$ cat src/hw/charge_config_pkg.sv
`default_nettype none
package charge_config_pkg;
  // ----------------------------------------
  // Register map
  // ----------------------------------------
  localparam logic [7:0] CHARGE_CONFIG_LOW_ADDR = 8'h00;
  localparam logic [7:0] CHARGE_CONFIG_LOW_RESET = 8'h0e;
  localparam int RESERVED_BIT = 7;
  localparam int SHORT_HICCUP_OFF_BIT = 6;
  localparam int LEARN_MODE_BIT = 5;
  localparam int INPUT_GAIN_BIT = 4;
  localparam int BATTERY_GAIN_BIT = 3;
  localparam int LINEAR_MODE_BIT = 2;
  localparam int INPUT_LOOP_BIT = 1;
  localparam int CHARGE_BLOCK_BIT = 0;

  // ----------------------------------------
  // Control outputs
  // ----------------------------------------
  typedef struct packed {
    logic short_hiccup_off;
    logic learn_mode_on;
    logic battery_switch_on;
    logic switching_stop;
    logic input_sense_gain_sel;
    logic battery_sense_gain_sel;
    logic switch_linear_mode_on;
    logic input_limit_loop_on;
    logic charge_block;
  } charge_ctrl_t;
endpackage : charge_config_pkg
`default_nettype wire

$ cat src/hw/charge_config_low_byte_regs.sv
`timescale 1ns/1ps
`default_nettype none
module charge_config_low_byte_regs
  import charge_config_pkg::*;
(
  input wire logic clk_in,
  input wire logic reset_n_in,
  input wire logic [7:0] reg_addr_in,
  input wire logic reg_write_in,
  input wire logic [7:0] reg_wdata_in,
  output logic [7:0] reg_rdata_out,
  output var charge_ctrl_t ctrl_out
);
  // ----------------------------------------
  // Storage
  // ----------------------------------------
  logic [7:0] config_reg;
  logic [7:0] config_next;
  logic [7:0] rdata_reg;
  logic [7:0] rdata_next;
  charge_ctrl_t ctrl_reg;
  charge_ctrl_t ctrl_next;
  logic hit;
  logic write_hit;

  // ----------------------------------------
  // Decoding
  // ----------------------------------------
  // One decode serves the running outputs and their reset value, so the two cannot drift apart.
  function automatic charge_ctrl_t decode_ctrl(input logic [7:0] byte_value);
    charge_ctrl_t result;
    result.short_hiccup_off = byte_value[SHORT_HICCUP_OFF_BIT];
    result.learn_mode_on = byte_value[LEARN_MODE_BIT];
    result.battery_switch_on = byte_value[LEARN_MODE_BIT];
    result.switching_stop = byte_value[LEARN_MODE_BIT];
    result.input_sense_gain_sel = byte_value[INPUT_GAIN_BIT];
    result.battery_sense_gain_sel = byte_value[BATTERY_GAIN_BIT];
    result.switch_linear_mode_on = byte_value[LINEAR_MODE_BIT];
    result.input_limit_loop_on = byte_value[INPUT_LOOP_BIT];
    result.charge_block = byte_value[CHARGE_BLOCK_BIT];
    return result;
  endfunction : decode_ctrl

  localparam charge_ctrl_t CTRL_RESET = decode_ctrl(CHARGE_CONFIG_LOW_RESET);

  // The write port sits in the clock domain, so no synchroniser is needed.
  assign hit = (reg_addr_in == CHARGE_CONFIG_LOW_ADDR);
  assign write_hit = reg_write_in && hit;

  // ----------------------------------------
  // Stored byte
  // ----------------------------------------
  // Bit 7 is stored as written; keeping it intact is the host's duty.
  always_comb
  begin
    config_next = config_reg;
    if (write_hit)
    begin
      config_next = reg_wdata_in;
    end
  end

  always_ff @(posedge clk_in or negedge reset_n_in)
  begin
    if (!reset_n_in)
    begin
      config_reg <= CHARGE_CONFIG_LOW_RESET;
    end
    else
    begin
      config_reg <= config_next;
    end
  end

  // ----------------------------------------
  // Read data
  // ----------------------------------------
  // Read data follows the byte as it stands after this edge, so a write is seen at once.
  always_comb
  begin
    rdata_next = hit ? config_next : 8'h00;
  end

  always_ff @(posedge clk_in or negedge reset_n_in)
  begin
    if (!reset_n_in)
    begin
      rdata_reg <= CHARGE_CONFIG_LOW_RESET;
    end
    else
    begin
      rdata_reg <= rdata_next;
    end
  end

  // ----------------------------------------
  // Control outputs
  // ----------------------------------------
  // Outputs are a registered copy so that each output comes from a flip-flop.
  always_comb
  begin
    ctrl_next = decode_ctrl(config_next);
  end

  always_ff @(posedge clk_in or negedge reset_n_in)
  begin
    if (!reset_n_in)
    begin
      ctrl_reg <= CTRL_RESET;
    end
    else
    begin
      ctrl_reg <= ctrl_next;
    end
  end

  assign reg_rdata_out = rdata_reg;
  assign ctrl_out = ctrl_reg;
endmodule : charge_config_low_byte_regs
`default_nettype wire

$ cat config.mk
export PLATFORM = sky130hd
export DESIGN_NAME = charge_config_low_byte_regs
export DESIGN_NICKNAME = d
export VERILOG_FILES = /design/src/hw/charge_config_pkg.sv /design/src/hw/charge_config_low_byte_regs.sv
export SDC_FILE = /design/constraint.sdc
export NUM_CORES = 1
export LEC_CHECK = 0
export BUFFER_PORTS_ARGS = -buffer_cell sky130_fd_sc_hd__clkbuf_2
export CAP_MARGIN = 20
export CORE_MARGIN = 2
export CORE_UTILIZATION = 40
export DETAILED_ROUTE_END_ITERATION = 10
export PLACE_DENSITY = 0.74
export SLEW_MARGIN = 20
export SYNTH_ARGS = -nofsm -noshare
export SYNTH_HDL_FRONTEND = slang
export SYNTH_SLANG_ARGS = --single-unit
$ cat constraint.sdc
create_clock -name clk_in -period 0.8 [get_ports clk_in]
set_clock_uncertainty 0.05 [all_clocks]
set_input_delay 0.16 -clock clk_in [delete_from_list [all_inputs] [get_ports clk_in]]
set_output_delay 0.16 -clock clk_in [all_outputs]
set_load 0.1 [all_outputs]
; ---- Word-level counts from Yosys, hierarchy flattened
; Index checks and enable logic that the tools add are counted.
[classes]
mux = 2
n_reduce_logical = 2
[ops]
columns = op, n
row1 = $mux W8, 2
row2 = $logic_not A8 Y1, 1
row3 = $logic_and A1 B1 Y1, 1
[totals]
regBits = 23
in_bits = 19

; ---- Depth between registers and ports, before layout
; Gate-level depths: netlist of run 1.
[logic_depth]
word_depth = 4
ltp_mapped = 3

; ---- Least setup slack after synthesis of run 1
; No wires, ideal clock.
[synth_path]
kind = input to register
from = input reg_addr_in[1]
to = register config_reg[0]
setup_ns = 0.125
arrival_ns = 0.991
t_required_ns = 0.625
slack_ns = -0.366
stages = 3
path_buffers = 0
cell_sequence = nor4_4 -> nand3_4 -> mux2_4
[synth_between]
elab_chain_len = 3
[synth_lines]
columns = item, line
row1 = from (decl), charge_config_low_byte_regs.sv:8  ; input wire logic [7:0] reg_addr_in,
row2 = $logic_not A8 Y1, charge_config_low_byte_regs.sv:47  ; assign hit = (reg_addr_in == CHARGE_CONFIG_LOW_ADDR);
row3 = $logic_and A1 B1 Y1, charge_config_low_byte_regs.sv:48  ; assign write_hit = reg_write_in && hit;
row4 = $mux W8, charge_config_low_byte_regs.sv:57  ; if (write_hit)
row5 = via config_next[0], charge_config_low_byte_regs.sv:18  ; logic [7:0] config_next;
row6 = to (signal assigned), charge_config_low_byte_regs.sv:71  ; config_reg <= config_next;
row7 = to (decl), charge_config_low_byte_regs.sv:17  ; logic [7:0] config_reg;
; The timed path passes the listed nets, and every way through them passes these cells.

; ---- Worst setup path in the final report of run 1
[layout_path]
from = register rdata_reg[3] (netlist: reg_rdata_out[3])
to = output reg_rdata_out[3]
[layout_rtl]
columns = item, line
row1 = from (decl), charge_config_low_byte_regs.sv:19  ; logic [7:0] rdata_reg;
row2 = from (signal assigned), charge_config_low_byte_regs.sv:92  ; rdata_reg <= rdata_next;
row3 = to (decl), charge_config_low_byte_regs.sv:11  ; output logic [7:0] reg_rdata_out,
; No word-level cell between the ends.

==> summary.md, run 1 <==
| Metric | Value |
|---|---|
| IO Count | `36` |
| Vias after detailed routing | `540` |
| Number of max-cap violations | `0` |
| F_max | `slightly below 800 MHz` |
| Leakage power | `~0.63 nW` |
| Dpl ws | `-0.550 ns` |
| Post-Synthesis Cells | `between 50 and 60` |
| Status | `complete, but fails checks` |
| Initial antenna violation count | `0` |
| First-pass GRT wire length | `between 2000 and 2500 um` |
| Num CTS Buffers | `3` |
| DR iter-0 viols | `1` |
| # setup viols final | `33` |
| Cell family with most CP delay | `flip-flops` |
| Share of cells above drive strength 1 | `78.5%` |
| Root buffer cell | `clkbuf_4` |
| Syn avg cell area | `approximately 14 um^2` |
| Drt total wl | `around 1600 um` |
| Violated checks | `setup timing` |
| Die ar. | `approximately 2300 um^2` |
| Clock Sinks | `16` |
| Final core utilization | `around 75%` |
| Clock Path Buffers | `2` |
| Final Hold Fails | `0` |
| Worst path slowest cell | `dfstp_4` |
| Met3 global-route usage | `3.02%` |
| CP max FO | `1` |
| Worst Tran Pin Value | `0.384 ns` |
| Required time worst endpoint | `0.59 ns` |
| Minimum clock period | `1.29 ns` |
| M2 GR Usage | `approximately 28%` |
| Reg clk slew, reported paths | `about 0.090 ns` |
| Slew Limit Fails | `0` |
| Clock latency on the worst-skew pair | `roughly 0.27 ns` |
| DP HPWL | `approximately 1200 um` |
| Vert. Die Dim | `48.1 um` |
| Power Density | `1310 nW/um^2` |
| Yosys cell types | `9` |
| Worst Setup Start Kind | `register` |
| Initial Utilization | `~44%` |
| Worst Path Buf+Inv | `1` |
| M1 GR Usage | `roughly a fifth` |
| Largest net degree at the start of global routing | `17` |
| Power, Total | `between 1.5 and 2 mW` |
| Placed Instances | `approximately 110` |
| Mapped Nets | `73` |
| Gr ovfl total | `0` |
| WL per Instance | `approximately 14 um` |
| Antenna cells | `0` |
| Fin crit share | `161%` |
| GRT Util Overall | `between 10% and 20%` |
| IO buf count | `35` |
| Global route hottest layer | `met2` |
| Final WS setup | `-0.486 ns` |
| Core Area | `approximately 1800 um^2` |
| Multi-input logic area | `308 um^2` |
| Critical path endpoint category | `output port` |
| Unrepaired setup endpoints after global routing | `yes` |
| Worst path cell trace | `buf_12` |
| Number of synthesis warnings | `0` |
| CTS HTree Levels | `1` |
| DRT Pass-1 Iters | `2` |
| #FFs+latches synth | `16` |
| Nets | `113` |
| Row Count | `15` |
| Hold WC Path Type | `primary input to register` |
| TritonCTS clock tree | `done` |
| Most frequent cells in the layout | `17 x clkbuf_2, 17 x buf_12, 8 x mux2_4` |
| CP arrival | `1.08 ns` |
| Vias in the first global route | `around 580` |
| GP Congestion | `about 0.6` |
| Max incr delay on CP | `between 0.6 and 0.7 ns` |
| Relative slew slack | `between 70% and 80%` |
| Max IR drop VDD | `a little under 0.9 mV` |
| Vias/cell | `between 4 and 5` |
| Path type of the worst setup path | `register to output port` |
| Die W | `48.1 um` |
| Register area | `around 440 um^2` |
| Routed Antenna Nets | `0` |
| Sequential fraction of the synthesis area | `52.5%` |
| Area growth syn-to-layout | `71.7%` |
| Non-filler instance count after layout | `approximately 120` |
| Mapped Area | `777 um^2` |
| Fill cell count | `121` |
| DRC violations left | `0` |
report_power, final:
group	internal [mW]	switching (mW)	leakage, nW	total (mW)
clock network	0.181	0.237	0.0154	0.418
registers	0.834	0.0272	0.192	0.862
logic	0.203	0.262	0.419	0.465
layout make-up:
cell class,count,area share [%]
clock buffer,3,1.69
clock inverter,1,0.281
multi-input combinational,28,23.1
sequential,16,32.9
tap,25,2.35
timing repair buffer,45,39.7
repair_timing:
item | in CTS | in global routing
resized for setup | 8 | 4
buffers inserted | 8 | 2
pin swaps | 3 | 3
hold buffers | 1 | 0
hold endpoints to repair | 10 | 0
setup endpoints to repair | 33 | 33
through the flow:
| stage | area [um^2] | hold WS [ns] | TNS [ns] |
|---|---|---|---|
| after floorplan | 888 | -0.186 | -5.00 |
| final | 1330 | 0.0733 | -9.75 |
| after global routing | 1330 | 0.0626 | -10.53 |
| after CTS | 1320 | 0.0679 | -9.98 |
| after detailed placement | 1200 | 0.0480 | -8.90 |
| after global placement | 1200 | 0.0333 | -8.30 |
path summary, 6_finish.rpt:
check,to,depth (start not counted),slack (ns),startpoint
max,reg_rdata_out[3],1,-0.49,reg_rdata_out[3]$_DFF_PN1_
min,config_reg[7]$_DFF_PN0_,2,0.07,reg_wdata_in[7]
max reg2reg,config_reg[5]$_DFF_PN0_,2,-0.23,config_reg[5]$_DFF_PN0_
min reg2reg,config_reg[7]$_DFF_PN0_,1,0.48,config_reg[7]$_DFF_PN0_
max in group asynchronous,config_reg[1]$_DFF_PN1_,2,0.11,reset_n_in
min in group asynchronous,reg_rdata_out[7]$_DFF_PN0_,2,0.27,reset_n_in
Yosys cell counts:
master	instances	area share [%]
nand3_4	1	2.3
nor4_4	2	5.5
dfrtp_1	10	32
nor2_1	8	3.9
buf_4	10	9.7
mux2i_1	8	10
dfstp_2	6	20
mux2_4	8	15
nand2_1	1	0.48
metal layers:
| metal | up-vias | share of wire, % |
|---|---|---|
| met2 | 28 | 53 |
| met4 | 0 | 1.2 |
| li1 | 253 | - |
| met5 | - | 0 |
| met1 | 257 | 38 |
| met3 | 2 | 6.8 |
cell families after synthesis:
| kind of cell | count (synthesis) | synth area share, % |
|---|---|---|
| muxes | 16 | 25.8 |
| DFF | 16 | 52.5 |
| and+or+nand+nor | 12 | 12.1 |
| buffers and inverters | 10 | 9.66 |
(Power assumes the default switching activity.)
==> run 2: changes to the inputs <==
--- a/config.mk
+++ b/config.mk
@@ -8,9 +8,9 @@
 export BUFFER_PORTS_ARGS = -buffer_cell sky130_fd_sc_hd__clkbuf_2
 export CAP_MARGIN = 20
 export CORE_MARGIN = 2
-export CORE_UTILIZATION = 40
+export CORE_UTILIZATION = 30
 export DETAILED_ROUTE_END_ITERATION = 10
-export PLACE_DENSITY = 0.74
+export PLACE_DENSITY = 0.59
 export SLEW_MARGIN = 20
 export SYNTH_ARGS = -nofsm -noshare
 export SYNTH_HDL_FRONTEND = slang
==> constraint.sdc (replaced) <==
create_clock -name clk_in -period 0.8 [get_ports clk_in]
set_clock_uncertainty 0.05 [all_clocks]
set_input_delay 0.04 -clock clk_in [delete_from_list [all_inputs] [get_ports clk_in]]
set_output_delay 0.04 -clock clk_in [all_outputs]
set_load 0.1 [all_outputs]
==> run 2 against run 1 <==
Effect of this change:
- the run still ends with setup timing left
- first-iteration DRC count increased to 5.0 times the previous value
- core utilization down 15 points
- clock power up 26%
- die area up 30%
- cell count grew 16%
- highest routed layer unchanged
- global-route usage down 3.1 points
- non-clock buffer count grew 14
- hold slack better by 0.035 ns
==> summary.md, run 2 (same netlist as run 1, synthesis figures left out) <==
| Metric | Value |
|---|---|
| CTS HTree Levels | `1` |
| Reg clk slew, reported paths | `approximately 0.090 ns` |
| Relative slew slack | `about three quarters` |
| DP HPWL | `between 1000 and 1500 um` |
| Die W | `about 55 um` |
| Antenna cells | `0` |
| Row Count | `18` |
| Share of cells above drive strength 1 | `about 72%` |
| Max IR drop VDD | `~1.1 mV` |
| First-pass GRT wire length | `2750 um` |
| Drt total wl | `1660 um` |
| Clock Path Buffers | `2` |
| Vias in the first global route | `approximately 620` |
| Core Area | `~2500 um^2` |
| WL per Instance | `about 12 um` |
| Final Hold Fails | `0` |
| IO buf count | `35` |
| Cell family with most CP delay | `flip-flops` |
| Minimum clock period | `between 1 and 1.5 ns` |
| Routed Antenna Nets | `0` |
| Worst Path Buf+Inv | `1` |
| Vert. Die Dim | `~55 um` |
| Worst Setup Start Kind | `register` |
| Leakage power | `roughly 0.7 nW` |
| Initial antenna violation count | `0` |
| CP max FO | `1` |
| Hold WC Path Type | `primary input to register` |
| Required time worst endpoint | `between 0.7 and 0.8 ns` |
| Violated checks | `setup timing` |
| Initial Utilization | `between 30% and 40%` |
| Routed wl met2 | `~860 um` |
| Fin crit share | `146%` |
| Num CTS Buffers | `3` |
| Max incr delay on CP | `roughly 0.63 ns` |
| Post-Route M1 WL | `approximately 650 um` |
| Clock latency on the worst-skew pair | `0.29 ns` |
| Nets | `approximately 130` |
| Area growth syn-to-layout | `90.5%` |
| Status | `complete, but fails checks` |
| Clock Sinks | `16` |
| Hold WS | `roughly 0.11 ns` |
| Vias after detailed routing | `around 600` |
| # setup viols final | `32` |
| Vias/cell | `between 4 and 5` |
| Slew Limit Fails | `0` |
| F_max | `856 MHz` |
| TritonCTS clock tree | `done` |
| Highest signal layer in the routed design | `met4` |
| DRT Pass-1 Iters | `4` |
| DR iter-0 viols | `5` |
| Worst Tran Pin Value | `between 0.3 and 0.4 ns` |
| Power Density | `approximately 1300 nW/um^2` |
| Fill cell count | `approximately 220` |
| Number of max-cap violations | `0` |
| Final WS setup | `-0.368 ns` |
| DRC violations left | `0` |
| GRT Util Overall | `between 10% and 20%` |
| Largest net degree at the start of global routing | `17` |
| CP arrival | `around 1.1 ns` |
| Power, Total | `about 1.9 mW` |
| Metal3 WL | `~130 um` |
| Die ar. | `approximately 3000 um^2` |
| Path type of the worst setup path | `register to output port` |
| Worst path cell trace | `buf_12` |
| Worst path slowest cell | `dfstp_4` |
| Root buffer cell | `clkbuf_4` |
| Most frequent cells in the layout | `17 x clkbuf_2, 17 x buf_12, 13 x buf_6` |
| GP Congestion | `slightly above 0.6` |
| Critical path endpoint category | `output port` |
| Gr ovfl total | `0` |
| Unrepaired setup endpoints after global routing | `yes` |
| IO Count | `36` |
==> run 2: cell types whose count changed in the layout (fill, tap and decap cells not counted) <==
| cell | change |
|---|---|
| dfrtp_2 | +4 |
| dfrtp_4 | -5 |
| nand2_1 | +1 |
| nand2_4 | -1 |
| mux2i_1 | +1 |
| clkbuf_8 | +1 |
| clkinv_1 | -1 |
| buf_6 | +8 |
| mux2i_2 | -1 |
| dfrtp_1 | +1 |
| buf_4 | -2 |
| dlygate4sd3_1 | +8 |
==> run 2: power breakdown <==
part | switching [mW] | leakage, nW | total (mW) | internal, mW
Clock | 0.248 | 0.0210 | 0.526 | 0.277
Sequential | 0.0198 | 0.195 | 0.854 | 0.834
Combinational | 0.275 | 0.477 | 0.527 | 0.253
Total | 0.543 | 0.694 | 1.91 | 1.36
==> run 2: path summary, 6_finish.rpt <==
kind	from	end	slack, ns	cells past startpoint
worst max register to register	config_reg[5]$_DFF_PN0_	config_reg[5]$_DFF_PN0_	-0.24	3
max in group asynchronous	reset_n_in	config_reg[1]$_DFF_PN1_	0.24	2
min in group asynchronous	reset_n_in	reg_rdata_out[6]$_DFF_PN0_	0.15	2
worst max-delay path	reg_rdata_out[3]$_DFF_PN1_	reg_rdata_out[3]	-0.37	1
worst min register to register	config_reg[7]$_DFF_PN0_	config_reg[7]$_DFF_PN0_	0.47	1
worst min-delay path	reg_addr_in[5]	reg_rdata_out[1]$_DFF_PN1_	0.11	5
==> run 2: final cells by class <==
| cell class | instances | area, um^2 | share of cell area (%) |
|---|---|---|---|
| Tap cell | 30 | 37.5 | 2.54 |
| Clock buffer | 4 | 36.3 | 2.45 |
| Timing Repair Buffer | 59 | 684 | 46.2 |
| Sequential cell | 16 | 425 | 28.7 |
| Multi-Input combinational cell | 28 | 297 | 20.0 |
==> run 2: repair_timing <==
action | CTS | global route
resized for setup | 9 | 11
setup buffers | 6 | 8
setup endpoints to repair | 28 | 33
hold buffers | 9 | 0
hold endpoints to repair | 32 | 0
pin swaps | 2 | 3
==> run 2: per-layer routing <==
layer	GRT usage, %	up-vias
li1	-	282
met1	14.7	285
met2	22.8	28
met3	5.38	4
met4	4.88	0
met5	0	-
==> run 2: through the flow <==
| step | area, um^2 | util (%) | instances | setup slack (ns) | TNS (ns) |
|---|---|---|---|---|---|
| after floorplan | 832 | - | 54 | -0.246 | -2.02 |
| after global placement | 1230 | 50.2 | 115 | -0.409 | -4.58 |
| after detailed placement | 1230 | 50.2 | 115 | -0.451 | -5.09 |
| after CTS | 1440 | 58.6 | 134 | -0.383 | -6.32 |
| after global routing | 1480 | 60.3 | 137 | -0.407 | -7.70 |
| final | 1480 | 60.3 | 137 | -0.368 | -6.34 |
